File: src/inc/odmb_pkg.sv
// constants for the opcode decode and microbranch block
package odmb_pkg;

  localparam int UA_WIDTH = 9;

  // branch micro test numbers (octal 00, 20, 21, 25, 27, 31, 33, 34, 35, 37)
  localparam logic [5:0] BUT_NONE   = 6'h00;
  localparam logic [5:0] BUT_FETCH  = 6'h10;
  localparam logic [5:0] BUT_INDEX  = 6'h11;
  localparam logic [5:0] BUT_WAIT   = 6'h15;
  localparam logic [5:0] BUT_OVLAP  = 6'h17;
  localparam logic [5:0] BUT_REWR   = 6'h19;
  localparam logic [5:0] BUT_INSTR4B = 6'h1b;
  localparam logic [5:0] BUT_INSTR4 = 6'h1c;
  localparam logic [5:0] BUT_INSTR3 = 6'h1d;
  localparam logic [5:0] BUT_FIRST_OPCODE_BRANCH = 6'h1f;

  // instruction word fields and opcodes
  localparam int IR_BYTE_BIT = 15;
  localparam int IR_IDX_BIT  = 3;
  localparam logic [15:0] OP_HALT  = 16'h0000;
  localparam logic [15:0] OP_WAIT  = 16'h0001;
  localparam logic [15:0] OP_RESET = 16'h0005;
  localparam logic [15:0] OP_RTT   = 16'h0006;
  localparam logic [2:0]  DOP_MOV  = 3'h1;
  localparam logic [2:0]  DOP_CMP  = 3'h2;
  localparam logic [2:0]  DOP_BIT  = 3'h3;
  localparam logic [2:0]  DOP_BIC  = 3'h4;
  localparam logic [2:0]  DOP_BIS  = 3'h5;
  localparam logic [3:0]  OP4_ADD  = 4'h6;
  localparam logic [3:0]  OP4_SUB  = 4'he;
  localparam logic [5:0]  SOP_FIRST = 6'h28;
  localparam logic [5:0]  SOP_TST   = 6'h2f;
  localparam logic [5:0]  SOP_SHF   = 6'h30;
  localparam logic [5:0]  SOP_LAST  = 6'h33;

  // branch codes
  localparam logic [5:0] I1_OTHER = 6'h00;
  localparam logic [5:0] I1_HALT  = 6'h01;
  localparam logic [5:0] I1_WAIT  = 6'h02;
  localparam logic [5:0] I1_RESET = 6'h04;
  localparam logic [5:0] I1_RTT   = 6'h05;
  localparam logic [1:0] I1_SOP   = 2'h1;
  localparam logic [1:0] I1_DOP   = 2'h2;
  localparam int         ODD_POS  = 5;
  localparam logic [3:0] B33_ODD  = 4'hf;
  localparam logic [1:0] B20_FETCH = 2'h0;
  localparam logic [1:0] B20_SERV  = 2'h1;
  localparam logic [1:0] B20_BYTE  = 2'h2;
  localparam logic [1:0] B25_FETCH = 2'h0;
  localparam logic [1:0] B25_BREQ  = 2'h1;
  localparam logic [1:0] B25_WAIT  = 2'h2;

  // alu control
  localparam logic [3:0] DAD_IR    = 4'h1;
  localparam logic [3:0] DAD_CIN   = 4'h2;
  localparam logic [3:0] DAD_LOGIC = 4'h3;
  localparam logic [3:0] ALU_ADD  = 4'h9;
  localparam logic [3:0] ALU_SUB  = 4'h6;
  localparam logic [3:0] ALU_AND  = 4'hb;
  localparam logic [3:0] ALU_ANDN = 4'h2;
  localparam logic [3:0] ALU_OR   = 4'he;
  localparam logic [3:0] ALU_PASS = 4'ha;
  localparam logic [1:0] COUT_ALU   = 2'h0;
  localparam logic [1:0] COUT_SHIFT = 2'h1;
  localparam logic [1:0] COUT_INV   = 2'h2;

  // condition-code load bits of the data select bus
  localparam int DSB_V_BIT = 1;
  localparam int DSB_C_BIT = 0;

endpackage

File: src/hw/odmb_decoder.sv
// opcode decode and microbranch code generation for the microsequencer
`timescale 1ns/100ps
//
// Summary of operation
// - six-bit first opcode branch code from instruction, applied only for test 37.
// - selected branch code is merged onto the base microaddress.
// - flag double-operand instructions whose source mode is zero.
// - flag halt and reset as privileged for memory management.
// - discrete halt and wait decodes inhibited while status mode bit set.
// - service requests trace trap when trap bit set and instruction not TRAP_RETURN_NO_RETRACE-type.
// - after trap return without retrace, trace waits one more instruction.
// - service request is OR of bus error, stack overflow, power, trace, bus request, console bus request and ps address reference sources.
// - upper lane access for byte instruction with bus address bit 0 set.
// - test 35 supplies bits 5 and 3..0: odd byte and third branch.
// - test 34 supplies bits 3..0: fourth opcode branch.
// - test 33 supplies bits 3..0: odd byte or fourth branch.
// - test 20 supplies bits 1..0: byte, service or fetch.
// - test 31 supplies bit 0: register rewrite or not, mode zero.
// - test 27 supplies bit 0: overlapped fetch, cleared for service or plain fetch.
// - test 25 supplies bits 1..0: bus request, keep waiting or fetch.
// - test 21 supplies bits 1..0 from instruction bit 3 and byte/source.
// - byte indicator raised whenever a byte instruction is held.
// - carry-out select from opcode and extension inputs only.
// - alu function muxed between microword and opcode, selected by alteration field.
// - test-only instructions use plain read cycles for destination data.
// - overflow and carry inputs take bus bits 1 and 0 on direct loads.
// - branch code modifies base address only while a test is requested.
//
module odmb_decoder
  import odmb_pkg::*;
#(
  parameter int UA_W = UA_WIDTH
)
(
  input  wire logic            clk_sys_i,
  input  wire logic            rst_n_i,
  input  wire logic [15:0]     instruction_reg_i,
  input  wire logic [5:0]      micro_branch_test_i,
  input  wire logic [UA_W-1:0] base_microaddr_i,
  input  wire logic            status_mode_bit_i,
  input  wire logic            status_trap_bit_i,
  input  wire logic            instr_done_i,
  input  wire logic            bus_addr_bit0_i,
  input  wire logic            bus_error_i,
  input  wire logic            stack_overflow_i,
  input  wire logic            power_down_i,
  input  wire logic            bus_req_prio_i,
  input  wire logic            console_bus_req_i,
  input  wire logic            ps_addr_ref_i,
  input  wire logic            overlap_fetch_i,
  input  wire logic [3:0]      microword_alu_field_i,
  input  wire logic [3:0]      data_alteration_field_i,
  input  wire logic            eis_active_i,
  input  wire logic [1:0]      eis_cout_sel_i,
  input  wire logic            status_load_i,
  input  wire logic [15:0]     data_select_bus_i,
  input  wire logic            v_rotshf_i,
  input  wire logic            v_compare1_i,
  input  wire logic            v_compare2_i,
  input  wire logic            alu_carry_i,
  output logic [5:0]           basic_branch_code_o,
  output logic [UA_W-1:0]      next_microaddr_o,
  output logic                 two_operand_src_reg_direct_o,
  output logic                 privileged_op_flag_o,
  output logic                 halt_decode_o,
  output logic                 wait_decode_o,
  output logic                 trace_request_o,
  output logic                 trace_deferred_o,
  output logic                 service_request_o,
  output logic                 upper_lane_byte_access_o,
  output logic                 byte_op_indicator_o,
  output logic                 read_cycle_only_o,
  output logic [1:0]           carry_out_select_o,
  output logic [3:0]           alu_function_select_o,
  output logic                 alu_logic_mode_o,
  output logic                 alu_carry_in_lsb_o,
  output logic                 overflow_flag_input_o,
  output logic                 carry_flag_input_o
);

  typedef struct packed {
    logic trace_defer;
  } odmb_state_t;

  odmb_state_t st_q;
  odmb_state_t st_d;

  logic is_dop, is_sop, is_byte, is_sm0, is_dm0;
  logic is_halt, is_wait, is_reset, is_rtt, is_mov, is_cmp;
  logic is_test, is_add, is_sub, is_bic, is_bis, is_shift;
  logic       odd_byte;
  logic [5:0] i1_code;
  logic [3:0] i3_code;
  logic [3:0] i4_code;
  logic [3:0] ir_alu;
  logic       ir_ctl;

  ////////////////////////////////////////////////////////////////////////
  // instruction classes

  odmb_ir_class u_class (
    .ir_i       (instruction_reg_i),
    .is_dop_o   (is_dop),
    .is_sop_o   (is_sop),
    .is_byte_o  (is_byte),
    .is_sm0_o   (is_sm0),
    .is_dm0_o   (is_dm0),
    .is_halt_o  (is_halt),
    .is_wait_o  (is_wait),
    .is_reset_o (is_reset),
    .is_rtt_o   (is_rtt),
    .is_mov_o   (is_mov),
    .is_cmp_o   (is_cmp),
    .is_test_o  (is_test),
    .is_add_o   (is_add),
    .is_sub_o   (is_sub),
    .is_bic_o   (is_bic),
    .is_bis_o   (is_bis),
    .is_shift_o (is_shift)
  );

  ////////////////////////////////////////////////////////////////////////
  // discrete decodes and status terms

  assign two_operand_src_reg_direct_o = is_dop && is_sm0;
  assign privileged_op_flag_o         = is_halt || is_reset;
  // user mode turns halt and wait into no-ops at the source
  assign halt_decode_o = is_halt && !status_mode_bit_i;
  assign wait_decode_o = is_wait && !status_mode_bit_i;
  // the trap bit loaded by a non-retrace return fires only after the
  // next instruction, because then the held instruction is no longer it
  assign trace_request_o = status_trap_bit_i && !is_rtt;
  assign service_request_o = bus_error_i || stack_overflow_i || power_down_i
                          || trace_request_o || bus_req_prio_i
                          || console_bus_req_i || ps_addr_ref_i;
  assign odd_byte                 = is_byte && bus_addr_bit0_i;
  assign upper_lane_byte_access_o = odd_byte;
  assign byte_op_indicator_o      = is_byte;
  assign read_cycle_only_o        = is_test;
  assign trace_deferred_o         = st_q.trace_defer;

  ////////////////////////////////////////////////////////////////////////
  // opcode branch encodings

  always_comb begin
    i1_code = I1_OTHER;
    if (is_halt) begin
      i1_code = I1_HALT;
    end else if (is_wait) begin
      i1_code = I1_WAIT;
    end else if (is_reset) begin
      i1_code = I1_RESET;
    end else if (is_rtt) begin
      i1_code = I1_RTT;
    end else if (is_dop) begin
      i1_code = {I1_DOP, is_sm0, is_dm0, is_byte, is_mov};
    end else if (is_sop) begin
      i1_code = {I1_SOP, is_dm0, is_shift, is_byte, is_test};
    end
  end

  assign i3_code = {1'b0, is_dop, is_dm0, is_byte};

  always_comb begin
    i4_code = 4'h0;
    if (is_mov) begin
      i4_code = 4'h1;
    end else if (is_test) begin
      i4_code = 4'h2;
    end else if (is_add) begin
      i4_code = 4'h3;
    end else if (is_sub) begin
      i4_code = 4'h4;
    end else if (is_bic) begin
      i4_code = 4'h5;
    end else if (is_bis) begin
      i4_code = 4'h6;
    end else if (is_shift) begin
      i4_code = 4'h7;
    end else if (is_sop) begin
      i4_code = 4'h8;
    end
  end

  ////////////////////////////////////////////////////////////////////////
  // branch code multiplexer; unlisted tests contribute nothing here

  always_comb begin
    basic_branch_code_o = 6'h00;
    case (micro_branch_test_i)
      BUT_FIRST_OPCODE_BRANCH: begin
        basic_branch_code_o = i1_code;
      end
      BUT_INSTR3: begin
        basic_branch_code_o = {odd_byte, 1'b0, i3_code};
      end
      BUT_INSTR4: begin
        basic_branch_code_o = {2'b00, i4_code};
      end
      BUT_INSTR4B: begin
        basic_branch_code_o = {2'b00, odd_byte ? B33_ODD : i4_code};
      end
      BUT_FETCH: begin
        if (service_request_o) begin
          basic_branch_code_o = {4'h0, B20_SERV};
        end else if (is_byte && is_dm0) begin
          basic_branch_code_o = {4'h0, B20_BYTE};
        end else begin
          basic_branch_code_o = {4'h0, B20_FETCH};
        end
      end
      BUT_REWR: begin
        basic_branch_code_o = {5'h00, is_dm0 && !is_test && (is_dop || is_sop)};
      end
      BUT_OVLAP: begin
        basic_branch_code_o = {5'h00, !service_request_o && overlap_fetch_i};
      end
      BUT_WAIT: begin
        if (bus_req_prio_i) begin
          basic_branch_code_o = {4'h0, B25_BREQ};
        end else if (!console_bus_req_i) begin
          basic_branch_code_o = {4'h0, B25_WAIT};
        end else begin
          basic_branch_code_o = {4'h0, B25_FETCH};
        end
      end
      BUT_INDEX: begin
        basic_branch_code_o = {4'h0, instruction_reg_i[IR_IDX_BIT],
                               is_byte || is_sm0};
      end
      default: begin
        basic_branch_code_o = 6'h00;
      end
    endcase
  end

  // wired-or style merge onto the base address
  assign next_microaddr_o = base_microaddr_i
                          | {{(UA_W-6){1'b0}}, basic_branch_code_o};

  ////////////////////////////////////////////////////////////////////////
  // alu control and condition-code data

  always_comb begin
    ir_alu = ALU_PASS;
    if (is_sub || is_cmp) begin
      ir_alu = ALU_SUB;
    end else if (is_add) begin
      ir_alu = ALU_ADD;
    end else if (is_test && !is_cmp) begin
      ir_alu = ALU_AND;
    end else if (is_bic) begin
      ir_alu = ALU_ANDN;
    end else if (is_bis) begin
      ir_alu = ALU_OR;
    end
  end

  assign ir_ctl = data_alteration_field_i == DAD_IR;
  assign alu_function_select_o = ir_ctl ? ir_alu : microword_alu_field_i;
  assign alu_logic_mode_o = ir_ctl ? (is_bic || is_bis || (is_test && !is_cmp))
                                   : (data_alteration_field_i == DAD_LOGIC);
  assign alu_carry_in_lsb_o = ir_ctl ? (is_sub || is_cmp)
                                     : (data_alteration_field_i == DAD_CIN);
  // no microword term may reach the carry-out mux select
  assign carry_out_select_o = eis_active_i ? eis_cout_sel_i :
                              is_shift ? COUT_SHIFT :
                              (is_sub || is_cmp) ? COUT_INV : COUT_ALU;

  assign overflow_flag_input_o = status_load_i ? data_select_bus_i[DSB_V_BIT] :
                                 is_shift ? v_rotshf_i :
                                 (is_cmp || is_sub) ? (v_compare1_i || v_compare2_i)
                                                    : 1'b0;
  assign carry_flag_input_o = status_load_i ? data_select_bus_i[DSB_C_BIT]
                                            : alu_carry_i;

  ////////////////////////////////////////////////////////////////////////
  // deferred trace indicator

  always_comb begin
    st_d = st_q;
    if (instr_done_i) begin
      st_d.trace_defer = is_rtt && status_trap_bit_i;
    end
  end

  always_ff @(posedge clk_sys_i or negedge rst_n_i) begin
    if (!rst_n_i) begin
      st_q <= '0;
    end else begin
      st_q <= st_d;
    end
  end
endmodule

File: src/hw/odmb_ir_class.sv
// instruction class decode of the instruction register
`timescale 1ns/100ps
module odmb_ir_class
  import odmb_pkg::*;
(
  input  wire logic [15:0] ir_i,
  output logic             is_dop_o,
  output logic             is_sop_o,
  output logic             is_byte_o,
  output logic             is_sm0_o,
  output logic             is_dm0_o,
  output logic             is_halt_o,
  output logic             is_wait_o,
  output logic             is_reset_o,
  output logic             is_rtt_o,
  output logic             is_mov_o,
  output logic             is_cmp_o,
  output logic             is_test_o,
  output logic             is_add_o,
  output logic             is_sub_o,
  output logic             is_bic_o,
  output logic             is_bis_o,
  output logic             is_shift_o
);

  logic [2:0] op3;
  logic [5:0] sop;
  logic       dop_logic;
  logic       sop_grp;

  assign op3       = ir_i[14:12];
  assign sop       = ir_i[11:6];
  assign dop_logic = (op3 >= DOP_MOV) && (op3 <= DOP_BIS);
  assign sop_grp   = (op3 == 3'h0) && (sop >= SOP_FIRST) && (sop <= SOP_LAST);

  assign is_add_o   = ir_i[15:12] == OP4_ADD;
  assign is_sub_o   = ir_i[15:12] == OP4_SUB;
  assign is_dop_o   = dop_logic || is_add_o || is_sub_o;
  assign is_sop_o   = sop_grp;
  // add and subtract share the byte bit position but have no byte form
  assign is_byte_o  = ir_i[IR_BYTE_BIT] && (dop_logic || sop_grp);
  assign is_sm0_o   = ir_i[11:9] == 3'h0;
  assign is_dm0_o   = ir_i[5:3] == 3'h0;
  assign is_halt_o  = ir_i == OP_HALT;
  assign is_wait_o  = ir_i == OP_WAIT;
  assign is_reset_o = ir_i == OP_RESET;
  assign is_rtt_o   = ir_i == OP_RTT;
  assign is_mov_o   = op3 == DOP_MOV;
  assign is_cmp_o   = op3 == DOP_CMP;
  assign is_test_o  = (op3 == DOP_CMP) || (op3 == DOP_BIT) || (sop_grp && sop == SOP_TST);
  assign is_bic_o   = op3 == DOP_BIC;
  assign is_bis_o   = op3 == DOP_BIS;
  assign is_shift_o = sop_grp && (sop >= SOP_SHF);

endmodule

File: config.mk
export PLATFORM = sky130hd
export DESIGN_NAME = odmb_decoder
export DESIGN_NICKNAME = d
export VERILOG_FILES = /design/src/inc/odmb_pkg.sv /design/src/hw/odmb_decoder.sv /design/src/hw/odmb_ir_class.sv
export SDC_FILE = /design/constraint.sdc
export NUM_CORES = 1
export LEC_CHECK = 0
export ABC_AREA = 1
export BUFFER_PORTS_ARGS = -buffer_cell sky130_fd_sc_hd__buf_2
export CELL_PAD_IN_SITES_DETAIL_PLACEMENT = 1
export CELL_PAD_IN_SITES_GLOBAL_PLACEMENT = 2
export CORE_MARGIN = 10
export CORE_UTILIZATION = 14
export CTS_BUF_LIST = sky130_fd_sc_hd__clkbuf_2
export CTS_CLUSTER_SIZE = 40
export DETAILED_ROUTE_END_ITERATION = 16
export PLACE_DENSITY_LB_ADDON = 0.1
export SKIP_CTS_REPAIR_TIMING = 1
export SLEW_MARGIN = 10
export SYNTH_ARGS = -nofsm -noshare
export SYNTH_HDL_FRONTEND = slang
export SYNTH_SLANG_ARGS = --single-unit
File: constraint.sdc
create_clock -name clk_sys_i -period 1.4 [get_ports clk_sys_i]
set_clock_uncertainty 0.05 [all_clocks]
set_input_delay 0.07 -clock clk_sys_i [delete_from_list [all_inputs] [get_ports clk_sys_i]]
set_output_delay 0.07 -clock clk_sys_i [all_outputs]
set_load 0.005 [all_outputs]
# [Word level (Yosys, flattened, before mapping)]
# Index checks and enable logic that the tools add are counted.
[classes] order_cmp=5 n_bitwise=1 n_eq_ne=23 muxes=35 n_reduce_logical=44
[ops] op="2-to-1 mux 4 bit" n=14
[ops] op="== test 6 x 5 -> 1 bit (second input constant)" n=9
[ops] op="one-hot mux 6 bit (9 select lines)" n=1
[ops] op="== test 16 x 3 -> 1 bit (second input constant)" n=2
[ops] op="2-to-1 mux 6 bit" n=5
[ops] op="logical OR 1 bit" n=18
[ops] op="logical AND 1 bit" n=17
[ops] op="== test 16 x 1 -> 1 bit (second input constant)" n=1
[ops] op="zero test 16 bit" n=1
[ops] op="2-to-1 mux 2 bit" n=7
[ops] op="greater-or-equal comparator 6 bit (second input constant)" n=2
[ops] op="zero test 3 bit" n=3
[ops] op="OR 9 x 6 -> 9 bit" n=1
[ops] op="== test 4 x 2 -> 1 bit (second input constant)" n=2
[ops] op="== test 3 x 2 -> 1 bit (second input constant)" n=2
[ops] op="== test 3 bit (second input constant)" n=2
[ops] op="== test 6 bit (second input constant)" n=1
[ops] op="<= comparator 6 bit (second input constant)" n=1
[ops] op="2-to-1 mux 1 bit" n=6
[ops] op="zero test 1 bit" n=5
[ops] op="2-to-1 mux 5 bit" n=1
[ops] op="== test 4 x 1 -> 1 bit (second input constant)" n=1
[ops] op="== test 4 x 3 -> 1 bit (second input constant)" n=1
[ops] op="== test 4 bit (second input constant)" n=1
[ops] op="other kinds (4)" n=4
[totals] register_bits=1 word_cells=109 out_inout_bits=35 inputBits=76

# [Longest topological paths before layout]
# Gate-level depths: netlist of the first run.
[logic_depth] word_depth=14 mapped_depth=11

# [By module]
# A second synthesis of the first run with hierarchy kept.
[unflattened] hier_cells=243 hier_area_um2=1137.3
[by_module_without_submodules] module="odmb_decoder" cells_per_inst=184 instances=1 seq_area_each_um2=25.0 area_per_inst_um2=875.8
[by_module_without_submodules] module="odmb_ir_class" cells_per_inst=59 instances=1 seq_area_each_um2=0.0 area_per_inst_um2=261.5

# [Worst setup path after synthesis of the first run]
# Ideal clock, no wire load.
[synth_path] path_kind="input port to output port" startpoint="input port micro_branch_test_i[5]" endpoint="output port next_microaddr_o[4]" arrival_time_ns=1.016 slack_ns=0.264 n_path_buf=0 path_stages=8 cell_sequence="inv_1 > nand2_2 > inv_1 > nand3_2 > nor2_1 > nand2_1 > nor3_1 > or2_1"
[synth_via] elab_chain_len=3
[synth_rtl] item="start: declaration" line="odmb_decoder.sv:38" source="input wire logic [5:0] micro_branch_test_i,"
[synth_rtl] item="== test 6 x 5 -> 1 bit" line="odmb_decoder.sv:190" source="case (micro_branch_test_i)"
[synth_rtl] item="one-hot mux 6 bit (9 select lines) (*)" line="odmb_decoder.sv:190"
[synth_rtl] item="via basic_branch_code_o[4]" line="odmb_decoder.sv:61" source="output logic [5:0] basic_branch_code_o,"
[synth_rtl] item="OR 9 x 6 -> 9 bit (*)" line="odmb_decoder.sv:239" source="| {{(UA_W-6){1'b0}}, basic_branch_code_o};"
[synth_rtl] item="end: declaration" line="odmb_decoder.sv:62" source="output logic [UA_W-1:0] next_microaddr_o,"
# Mark *: on every way through the listed nets, which the timed path passes. The rest lies on a longest branch.

# [Final worst setup path of the first run]
[layout_path] startpoint="input port instruction_reg_i[14]" endpoint="output port next_microaddr_o[0]"
[layout_via] elab_chain_len=14
[layout_rtl] item="start: declaration" line="odmb_decoder.sv:37" source="input wire logic [15:0] instruction_reg_i,"
[layout_rtl] item="zero test 3 bit" line="odmb_ir_class.sv:34" source="assign sop_grp = (op3 == 3'h0) && (sop >= SOP_FIRST) && (sop <= SOP_LAST);"
[layout_rtl] item="logical AND 1 bit (2 in series)" line="odmb_ir_class.sv:34"
[layout_rtl] item="logical AND 1 bit" line="odmb_ir_class.sv:53" source="assign is_shift_o = sop_grp && (sop >= SOP_SHF);"
[layout_rtl] item="2-to-1 mux 4 bit" line="odmb_decoder.sv:178" source="end else if (is_shift) begin"
[layout_rtl] item="2-to-1 mux 4 bit" line="odmb_decoder.sv:176" source="end else if (is_bis) begin"
[layout_rtl] item="2-to-1 mux 4 bit" line="odmb_decoder.sv:174" source="end else if (is_bic) begin"
[layout_rtl] item="2-to-1 mux 4 bit" line="odmb_decoder.sv:172" source="end else if (is_sub) begin"
[layout_rtl] item="2-to-1 mux 4 bit" line="odmb_decoder.sv:170" source="end else if (is_add) begin"
[layout_rtl] item="2-to-1 mux 4 bit" line="odmb_decoder.sv:168" source="end else if (is_test) begin"
[layout_rtl] item="2-to-1 mux 4 bit" line="odmb_decoder.sv:166" source="if (is_mov) begin"
[layout_rtl] item="2-to-1 mux 4 bit" line="odmb_decoder.sv:201" source="basic_branch_code_o = {2'b00, odd_byte ? B33_ODD : i4_code};"
[layout_rtl] item="one-hot mux 6 bit (9 select lines) (*)" line="odmb_decoder.sv:190"
[layout_rtl] item="OR 9 x 6 -> 9 bit (*)" line="odmb_decoder.sv:239"
# Every way passes the cells marked *; elsewhere a longest branch is shown, timed or not.

==> impl_table.tex, run 1 <==
\begin{tabular}{lr}
\hline
Metric & Value \\
\hline
\multicolumn{2}{l}{\textbf{Yosys}} \\
Count of different cell masters after synthesis & 28 \\
Number of synthesis warnings & 0 \\
Most repeated cell in the gate-level netlist after synthesis & sky130\_fd\_sc\_hd\_\_nand2\_1 \\
Sequential-to-total area share from yosys stat & 0.02312 \\
Syn Area/Cell & 5.011 µm² \\
Post-synth EDFFs & 0 \\
Synth top area cells & sky130\_fd\_sc\_hd\_\_nand2\_1 16\%, sky130\_fd\_sc\_hd\_\_nor2\_1 14\%, sky130\_fd\_sc\_hd\_\_inv\_1 12\%, sky130\_fd\_sc\_hd\_\_nand3\_1 8.8\%, sky130\_fd\_sc\_hd\_\_nand4\_1 6.9\% \\
Net count after synthesis & 292 \\
Share of the synthesized area in the top cell type & 0.1630 \\
Proportion of synthesized flip-flops having asynchronous set or reset & 1.000 \\
Synthesized cell area & 1082 µm² \\
Primary flip-flop cell chosen by synthesis mapping & sky130\_fd\_sc\_hd\_\_dfrtp\_1 \\
Yosys top cell by area & sky130\_fd\_sc\_hd\_\_nand2\_1 \\
Number of cells produced by synthesis & 216 \\
Leading cell types by count after synthesis & 47 x sky130\_fd\_sc\_hd\_\_nand2\_1, 40 x sky130\_fd\_sc\_hd\_\_nor2\_1, 36 x sky130\_fd\_sc\_hd\_\_inv\_1, 19 x sky130\_fd\_sc\_hd\_\_nand3\_1, 12 x sky130\_fd\_sc\_hd\_\_nand4\_1 \\
Flops \& latches, synth & 1 \\
\multicolumn{2}{l}{\textbf{GRT}} \\
Pin count of the biggest net entering global routing & 7 \\
Global-route total usage across every layer & 0.09407 \\
Met3 usage & 0.01557 \\
GR met1 Demand/Resource & 0.1175 \\
GR Layer Usage met2 & 0.1722 \\
Number of antenna violations at the first check in global routing & 0 \\
Vias in the first global route & 1921 \\
Gr busiest metal & met2 \\
First-pass GRT wire length & 9.211 mm \\
Congestion Overflow GR & 0 \\
\multicolumn{2}{l}{\textbf{Timing}} \\
Finish-stage setup viols & 2 \\
Crit share post-route & 1.004 \\
Hold Vio Cnt, Final & 0 \\
Headroom to the max-slew limit & 0.8264 \\
Number of slew-limit violations in the final report & 0 \\
Min Clock Period, post-route & 1.406 ns \\
F\_max & 0.7113 GHz \\
Actual transition at the worst max-transition pin & 0.2595 ns \\
RSZ-0062 raised after global routing & yes \\
Post-route worst setup slack & -0.005794 ns \\
\multicolumn{2}{l}{\textbf{Clocking}} \\
Clock latency reported for the late side of the worst-skew pair & 0 ns \\
\multicolumn{2}{l}{\textbf{Detailed routing}} \\
Per-cell via count in the routed design & 4.085 \\
DRC marker count from the first detailed-route iteration & 34 \\
DRC Markers & 0 \\
Detailed-route wire length & 6.151 mm \\
Drt pass-1 iters & 4 \\
Post-route antenna net violation count & 0 \\
Via count & 1875 \\
WL per Instance & 13.40 µm \\
\multicolumn{2}{l}{\textbf{Worst setup path}} \\
Top delay family on crit path & simple AND/OR/NAND/NOR gates \\
Worst-case reg-to-reg path depth & 2 \\
Sum of buffers and inverters on the critical path & 3 \\
Worst stage delay on the critical path & 0.21 ns \\
Cell chain of the critical path & buf\_8, inv\_6, nand2\_4, nor2\_4, nand3\_4, nand2\_4, nand4\_1, nand2\_1, nor2\_4, nand4\_1, buf\_2 \\
Req. time, crit path & 1.28 ns \\
Number of logic stages on the critical path including buffering & 11 \\
Type of destination of the critical path & primary output \\
FF-to-FF End & trace\_deferred\_o \\
Timing endpoint of the critical path & next\_microaddr\_o[0] \\
Register-to-register setup slack & 0.75 ns \\
Type of the worst setup path & primary input to primary output \\
Library cell contributing the largest single delay on the critical path & sky130\_fd\_sc\_hd\_\_nand4\_1 \\
Worst Setup SP & instruction\_reg\_i[14] \\
Startpoint of the lowest-slack register-to-register path & trace\_deferred\_o \\
Critical path fanouts, max & 5 \\
CP arrival & 1.29 ns \\
Worst Setup Start Kind & primary input \\
\multicolumn{2}{l}{\textbf{Layout}} \\
Max reg flops & 1 \\
Final cell count without fillers & 459 \\
Fraction of layout cells with a size suffix above 1 & 0.5602 \\
Antenna diode instance count & 0 \\
Number of fillers in the final layout & 1036 \\
Area overhead of the layout relative to synthesis & 111.9\% \\
Total number of nets in the final design & 435 \\
Finished Core Util & 0.3015 \\
\multicolumn{2}{l}{\textbf{Job}} \\
Reported max-cap violation count & 0 \\
\multicolumn{2}{l}{\textbf{Hold path}} \\
Min-delay worst type & primary input to primary output \\
\multicolumn{2}{l}{\textbf{Power}} \\
Highest ir drop seen on vdd & 0.07843 mV \\
Static Leak & 0.001299 µW \\
Power per standard cell area & 215.0 nW/µm² \\
Post-route total power & 493.0 µW \\
\multicolumn{2}{l}{\textbf{Placed design}} \\
\# port buffers & 90 \\
Routability Congestion & 0.7571 \\
Count of placed standard cells including taps & 448 \\
Post-DP HPWL & 5.436 mm \\
\multicolumn{2}{l}{\textbf{Floorplanning}} \\
Die Span Y & 107.9 µm \\
Number of standard-cell rows in the floorplan & 32 \\
Initial core utilization & 0.1423 \\
Top Ports & 111 \\
Placeable core region & 7607 µm² \\
Full die area & 11650 µm² \\
Die Width & 107.9 µm \\
\multicolumn{2}{l}{\textbf{Outcome}} \\
Violated checks & setup timing \\
Run status & finished, violations left \\
\hline
\end{tabular}
-- worst reg2reg max path, cell delays in order (launching register included) --
cell                      delay (ns)
sky130_fd_sc_hd__dfrtp_1        0.35
sky130_fd_sc_hd__inv_1          0.05
sky130_fd_sc_hd__o22ai_1        0.07
-- kinds of logic after synthesis --
family	after synthesis	synth area share
buffers and inverters	41	0.1526
AO/OA/AOI/OAI	25	0.1376
AND/OR/NAND/NOR	149	0.6867
flip-flops	1	0.02312
-- metal layers --
layer / vias up / share of wire
li1: 984 / -
met1: 841 / 0.44
met2: 48 / 0.50
met3: 2 / 0.049
met4: 0 / 0.0037
met5: - / 0
-- through the flow --
stage | hold WS (ns) | setup TNS [ns] | cell area (µm²) | setup WS, ns
after global routing | 0.09001 | -0.8242 | 2293 | -0.1535
after global placement | -0.2040 | -0.8692 | 1961 | -0.1667
after floorplan | -0.2756 | 0 | 1082 | 0.2641
after detailed placement | -0.2048 | -1.033 | 1961 | -0.1896
final | 0.09000 | -0.006728 | 2293 | -0.005794
after CTS | -0.2045 | -1.106 | 1961 | -0.2027
-- worst min path at each step --
stage,startpoint,to,cells past startpoint
2_1_floorplan,rst_n_i,trace_deferred_o,0
3_3_place_gp,rst_n_i,trace_deferred_o,1
3_5_place_dp,rst_n_i,trace_deferred_o,1
4_1_cts,rst_n_i,trace_deferred_o,1
5_1_grt,base_microaddr_i[6],next_microaddr_o[6],0
6_report,base_microaddr_i[6],next_microaddr_o[6],0
-- cells in the final DEF (no fill, tap or decap), drive strengths merged --
cell and count:
a21o 1, a21oi 5, a22o 1, a31oi 3, buf 143, dfrtp 1
dlygate4sd3 1, inv 38, nand2 58, nand3 21, nand3b 3, nand4 12
nor2 45, nor3 6, nor3b 1, o21ai 12, o22ai 2, o31ai 1
or2 3
-- power breakdown --
part	switching, µW	internal [µW]	leakage [µW]	total (µW)
combinational	230	233	0.00128	464
sequential	0.000180	29.4	0.0000140	29.4
clock	0	0	0	0
-- layout make-up --
cell class	count	area (µm²)	area share
Multi-Input combinational cell	174	1041	0.4539
Timing Repair Buffer	144	947.2	0.4130
Inverter	38	152.6	0.06656
Tap cell	102	127.6	0.05565
Sequential cell	1	25.02	0.01091
Power figures use the tool's default switching activity.
==> run 2, diff against run 1 <==
- ABC_AREA: 1 -> unset
- CORE_UTILIZATION: 14 -> 15
==> run 2 against run 1 <==
Compared with the run above: the flow still finishes with violations (setup timing); global-route usage grew 0.66 points; power decreased by 0.61%; routed wire length down 1.3%; synthesized cell count fell by 24%; largest cell class unchanged.
==> impl_table.tex, run 2 <==
\begin{tabular}{lr}
\hline
Metric & Value \\
\hline
\multicolumn{2}{l}{\textbf{Timing}} \\
Actual transition at the worst max-transition pin & 0.4564 ns \\
Finish-stage setup viols & 21 \\
Setup tns final & -7.971 ns \\
F\_max & 0.5103 GHz \\
Crit share post-route & 1.400 \\
Min Clock Period, post-route & 1.960 ns \\
Number of slew-limit violations in the final report & 0 \\
RSZ-0062 raised after global routing & yes \\
Post-route worst setup slack & -0.5595 ns \\
Hold Vio Cnt, Final & 0 \\
Headroom to the max-slew limit & 0.6949 \\
\multicolumn{2}{l}{\textbf{Worst setup path}} \\
Worst-case reg-to-reg path depth & 2 \\
CP arrival & 1.84 ns \\
Register-to-register setup slack & 0.74 ns \\
Type of the worst setup path & primary input to primary output \\
Req. time, crit path & 1.28 ns \\
Critical path fanouts, max & 5 \\
Type of destination of the critical path & primary output \\
Worst Setup Start Kind & primary input \\
\multicolumn{2}{l}{\textbf{Yosys}} \\
Flops \& latches, synth & 1 \\
Syn Area/Cell & 6.377 µm² \\
Synth top area cells & sky130\_fd\_sc\_hd\_\_nand2\_1 7.5\%, sky130\_fd\_sc\_hd\_\_o21ai\_0 6.7\%, sky130\_fd\_sc\_hd\_\_inv\_1 4.3\%, sky130\_fd\_sc\_hd\_\_nor2\_1 3.9\%, sky130\_fd\_sc\_hd\_\_a211oi\_1 3.6\% \\
Proportion of synthesized flip-flops having asynchronous set or reset & 1.000 \\
Post-synth EDFFs & 0 \\
Synthesized cell area & 1052 µm² \\
Share of the synthesized area in the top cell type & 0.07491 \\
Sequential-to-total area share from yosys stat & 0.02378 \\
Primary flip-flop cell chosen by synthesis mapping & sky130\_fd\_sc\_hd\_\_dfrtp\_1 \\
Number of cells produced by synthesis & 165 \\
Net count after synthesis & 241 \\
Yosys top cell by area & sky130\_fd\_sc\_hd\_\_nand2\_1 \\
Number of synthesis warnings & 0 \\
Count of different cell masters after synthesis & 50 \\
Leading cell types by count after synthesis & 21 x sky130\_fd\_sc\_hd\_\_nand2\_1, 14 x sky130\_fd\_sc\_hd\_\_o21ai\_0, 12 x sky130\_fd\_sc\_hd\_\_inv\_1, 11 x sky130\_fd\_sc\_hd\_\_nor2\_1 \\
Most repeated cell in the gate-level netlist after synthesis & sky130\_fd\_sc\_hd\_\_nand2\_1 \\
\multicolumn{2}{l}{\textbf{Power}} \\
Power per standard cell area & 230.4 nW/µm² \\
Post-route total power & 490.0 µW \\
Highest ir drop seen on vdd & 0.07586 mV \\
Static Leak & 0.001033 µW \\
\multicolumn{2}{l}{\textbf{Floorplanning}} \\
Number of standard-cell rows in the floorplan & 30 \\
Die Span Y & 103.8 µm \\
Placeable core region & 6794 µm² \\
Full die area & 10770 µm² \\
Top Ports & 111 \\
Die Width & 103.8 µm \\
Initial core utilization & 0.1549 \\
\multicolumn{2}{l}{\textbf{GRT}} \\
Pin count of the biggest net entering global routing & 11 \\
Congestion Overflow GR & 0 \\
Global-route total usage across every layer & 0.1006 \\
Vias in the first global route & 1866 \\
Number of antenna violations at the first check in global routing & 0 \\
First-pass GRT wire length & 9.535 mm \\
\multicolumn{2}{l}{\textbf{Layout}} \\
Leading cell type in the layout, fill and taps excluded & sky130\_fd\_sc\_hd\_\_buf\_2 \\
Highest-count cells in the layout ignoring fill and taps & 89 x sky130\_fd\_sc\_hd\_\_buf\_2, 50 x sky130\_fd\_sc\_hd\_\_buf\_4, 19 x sky130\_fd\_sc\_hd\_\_nand2\_1 \\
Antenna diode instance count & 0 \\
Fraction of layout cells with a size suffix above 1 & 0.5853 \\
Area overhead of the layout relative to synthesis & 102.1\% \\
Total number of nets in the final design & 377 \\
Max reg flops & 1 \\
Final non-filler cell area & 2127 µm² \\
\multicolumn{2}{l}{\textbf{Placed design}} \\
Post-DP HPWL & 5.373 mm \\
\# port buffers & 90 \\
Routability Congestion & 0.7421 \\
Total cell area at the placement stage & 1958 µm² \\
\multicolumn{2}{l}{\textbf{Detailed routing}} \\
DRC marker count from the first detailed-route iteration & 25 \\
Drt pass-1 iters & 4 \\
Via count & 1740 \\
Detailed-route wire length & 6.073 mm \\
Per-cell via count in the routed design & 4.405 \\
Post-route antenna net violation count & 0 \\
WL per Instance & 15.37 µm \\
DRC Markers & 0 \\
\multicolumn{2}{l}{\textbf{Job}} \\
Reported max-cap violation count & 0 \\
\multicolumn{2}{l}{\textbf{Outcome}} \\
Run status & finished, violations left \\
Violated checks & setup timing \\
\multicolumn{2}{l}{\textbf{Hold path}} \\
Min-delay worst type & primary input to primary output \\
Hold Path Depth & 0 \\
\multicolumn{2}{l}{\textbf{Clocking}} \\
Clock latency reported for the late side of the worst-skew pair & 0 ns \\
\hline
\end{tabular}
[run 2: cell types whose count changed after synthesis, sizes merged, moves of 4 or more]
cell and delta:
nand2 -37, a211oi +5, nand3 -16, nor2b +6, nor2 -34, or3 +4
inv -26, nor4 +5, clkbuf +6, nand4 -10, nand2b +4
[run 2: final cells by class]
cell class	count	area [µm²]
fill	882	4667
inverter	12	50.05
multi-input combinational	141	1045
sequential	1	25.02
tap	96	120.1
timing repair buffer	145	887.1
[run 2: final timing paths]
kind / start / to
min in group asynchronous: rst_n_i / trace_deferred_o
max in group asynchronous: rst_n_i / trace_deferred_o
worst min-delay path: base_microaddr_i[7] / next_microaddr_o[7]
worst max-delay path: instruction_reg_i[6] / next_microaddr_o[0]
worst min register to register: trace_deferred_o / trace_deferred_o
worst max register to register: trace_deferred_o / trace_deferred_o
[run 2: cell families (layout without fill, tap and decap cells)]
| kind of cell | after synthesis | in the layout | share of synthesized area |
|---|---|---|---|
| simple gates | 84 | 84 | 0.4507 |
| compound gates | 50 | 50 | 0.3496 |
| buf+inv | 23 | 157 | 0.1070 |
| mux | 6 | 6 | 0.06064 |
| xor+xnor | 1 | 1 | 0.008325 |
| flops | 1 | 1 | 0.02378 |
[run 2: power breakdown]
part | total (µW) | switching [µW] | internal, µW
clock | 0 | 0 | 0
combinational | 461 | 219 | 242
sequential | 29.4 | 0.000225 | 29.4
[run 2: critical path: stages]
cell	delay [ns]
sky130_fd_sc_hd__buf_6	0.09
sky130_fd_sc_hd__or4_4	0.53
sky130_fd_sc_hd__or4_4	0.49
sky130_fd_sc_hd__o22ai_4	0.16
sky130_fd_sc_hd__mux2i_2	0.25
sky130_fd_sc_hd__nand4b_1	0.10
sky130_fd_sc_hd__buf_2	0.14
[run 2: stage by stage]
stage | std cells | util | worst slack, ns | hold slack [ns]
finish | 395 | 0.3131 | -0.5595 | 0.09001
global route | 395 | 0.3131 | -0.6305 | 0.09001
CTS | 393 | 0.2882 | -0.6653 | -0.2017
detailed placement | 393 | 0.2882 | -0.6664 | -0.2020
global placement | 393 | 0.2882 | -0.6580 | -0.2028
floorplan | 165 | - | -0.4020 | -0.2756
[run 2: per-layer routing]
metal	global-route usage	wire length (µm)
met1	0.1268	2706
met2	0.1815	3015
met3	0.01797	341
met4	0.002982	9
met5	0	0
==> run 3, diff against run 2 <==
- CELL_PAD_IN_SITES_DETAIL_PLACEMENT: 1 -> unset
- CELL_PAD_IN_SITES_GLOBAL_PLACEMENT: 2 -> unset
- CORE_UTILIZATION: 15 -> 36
- PLACE_DENSITY: unset -> 0.83
- PLACE_DENSITY_LB_ADDON: 0.1 -> unset
==> run 3 against run 2 <==
Compared with the run above: the flow still finishes with violations (setup timing); global-route usage rose by 5.6 points; flip-flop and latch count did not move; routed wire length fell by 3.1%; largest power group unchanged; largest cell class unchanged; highest routed layer unchanged; first-iteration DRC count rose to 6.1 times the previous value; sequential power barely moved; critical path depth rose by 1; critical path type unchanged; worst hold slack barely moved; power rose by 7.2%.
==> impl_table.tex, run 3 (synthesis gave the netlist of run 2 again) <==
\begin{tabular}{lr}
\hline
Metric & Value \\
\hline
\multicolumn{2}{l}{\textbf{Layout}} \\
Final cell count without fillers & 328 \\
Max reg flops & 1 \\
Area overhead of the layout relative to synthesis & 103.6\% \\
Leading cell type in the layout, fill and taps excluded & sky130\_fd\_sc\_hd\_\_buf\_2 \\
Total number of nets in the final design & 375 \\
Fraction of layout cells with a size suffix above 1 & 0.5993 \\
Antenna diode instance count & 0 \\
Highest-count cells in the layout ignoring fill and taps & 84 x sky130\_fd\_sc\_hd\_\_buf\_2, 43 x sky130\_fd\_sc\_hd\_\_buf\_4, 18 x sky130\_fd\_sc\_hd\_\_nand2\_1 \\
\multicolumn{2}{l}{\textbf{Power}} \\
Highest ir drop seen on vdd & 0.2239 mV \\
Internal power & 288.3 µW \\
Part of the power in registers & 0.056 \\
Proportion of total power due to net switching & 0.4510 \\
Switching power of the nets & 236.9 µW \\
Portion of total power attributed to the clock network & 0 \\
Static Leak & 0.001069 µW \\
Combinational fraction of design power & 0.944 \\
Power per standard cell area & 245.2 nW/µm² \\
\multicolumn{2}{l}{\textbf{Hold path}} \\
Min-delay worst type & primary input to primary output \\
\multicolumn{2}{l}{\textbf{Floorplanning}} \\
Die Width & 74.07 µm \\
Full die area & 5486 µm² \\
Die Span Y & 74.07 µm \\
Initial core utilization & 0.3783 \\
Placeable core region & 2781 µm² \\
Top Ports & 111 \\
Number of standard-cell rows in the floorplan & 19 \\
\multicolumn{2}{l}{\textbf{Timing}} \\
Finish-stage setup viols & 25 \\
Post-route worst setup slack & -0.6240 ns \\
Number of slew-limit violations in the final report & 0 \\
Actual transition at the worst max-transition pin & 0.5616 ns \\
F\_max & 0.4941 GHz \\
RSZ-0062 raised after global routing & yes \\
Min Clock Period, post-route & 2.024 ns \\
Hold Vio Cnt, Final & 0 \\
Crit share post-route & 1.446 \\
Headroom to the max-slew limit & 0.6159 \\
\multicolumn{2}{l}{\textbf{Worst setup path}} \\
Req. time, crit path & 1.28 ns \\
CP arrival & 1.90 ns \\
Critical path fanouts, max & 3 \\
Type of the worst setup path & primary input to primary output \\
Type of destination of the critical path & primary output \\
Worst Setup Start Kind & primary input \\
\multicolumn{2}{l}{\textbf{Detailed routing}} \\
Via count & 1917 \\
Post-route antenna net violation count & 0 \\
Drt pass-1 iters & 5 \\
DRC Markers & 0 \\
WL per Instance & 17.94 µm \\
DRC marker count from the first detailed-route iteration & 153 \\
Per-cell via count in the routed design & 5.845 \\
Detailed-route wire length & 5.883 mm \\
\multicolumn{2}{l}{\textbf{Placed design}} \\
Post-Place Worst Slack & -0.6662 ns \\
Count of placed standard cells including taps & 323 \\
Post-DP HPWL & 4.167 mm \\
Routability Congestion & 0.8580 \\
\# port buffers & 90 \\
\multicolumn{2}{l}{\textbf{GRT}} \\
First-pass GRT wire length & 7.396 mm \\
Global-route total usage across every layer & 0.1566 \\
Pin count of the biggest net entering global routing & 11 \\
Vias in the first global route & 1700 \\
Congestion Overflow GR & 0 \\
Number of antenna violations at the first check in global routing & 0 \\
\multicolumn{2}{l}{\textbf{Job}} \\
Reported max-cap violation count & 0 \\
\multicolumn{2}{l}{\textbf{Clocking}} \\
Clock latency reported for the late side of the worst-skew pair & 0 ns \\
\multicolumn{2}{l}{\textbf{Outcome}} \\
Run status & finished, violations left \\
Violated checks & setup timing \\
\hline
\end{tabular}
## run 3: power groups by stage
stage / Clock [µW] / Sequential (µW) / Combinational, µW
after floorplan: 0 / 29.4 / 157
after global placement: 0 / 29.4 / 394
after detailed placement: 0 / 29.4 / 404
after CTS: 0 / 29.4 / 405
after global routing: 0 / 29.4 / 530
final: 0 / 29.4 / 496
## run 3: per-layer routing
metal  wire (µm)  share of wire  track usage
met5           0              0            0
met4         148          0.025     0.008282
met3         488          0.083      0.01330
met2        3159           0.54       0.3210
met1        2086           0.35       0.1737
## run 3: area by class of cell
cell class,instances,area (µm²)
Fill cell,187,639.4
Sequential cell,1,25.02
Inverter,12,47.55
Tap cell,31,38.79
Multi-Input combinational cell,141,1087
Timing Repair Buffer,143,943.4
## run 3: critical path, stage by stage
cell and delay [ns]:
sky130_fd_sc_hd__buf_6 0.09, sky130_fd_sc_hd__or4_4 0.54, sky130_fd_sc_hd__or4_4 0.48, sky130_fd_sc_hd__buf_12 0.16, sky130_fd_sc_hd__a2111oi_4 0.20, sky130_fd_sc_hd__nor3_1 0.13
sky130_fd_sc_hd__nand4b_1 0.12, sky130_fd_sc_hd__buf_2 0.12
## run 3: path summary, 6_finish.rpt
kind / startpoint / to / slack (ns) / cells after the start
min in group asynchronous: rst_n_i / trace_deferred_o / 0.34 / 2
min: base_microaddr_i[6] / next_microaddr_o[6] / 0.09 / 0
max: instruction_reg_i[8] / next_microaddr_o[0] / -0.62 / 8
max reg2reg: trace_deferred_o / trace_deferred_o / 0.73 / 2
max in group asynchronous: rst_n_i / trace_deferred_o / 0.88 / 2
min reg2reg: trace_deferred_o / trace_deferred_o / 0.49 / 2
## run 3: through the flow
stage / TNS [ns] / util / hold WS, ns / cell area, µm² / power (µW)
2_1_floorplan: -2.948 / - / -0.2756 / 1057 / 186.7
3_3_place_gp: -8.367 / 0.6658 / -0.2061 / 1852 / 423.6
3_5_place_dp: -8.781 / 0.6658 / -0.2036 / 1852 / 433.0
4_1_cts: -8.876 / 0.6658 / -0.2036 / 1852 / 434.7
5_1_grt: -10.45 / 0.7701 / 0.09002 / 2142 / 559.9
6_report: -8.962 / 0.7701 / 0.09000 / 2142 / 525.3
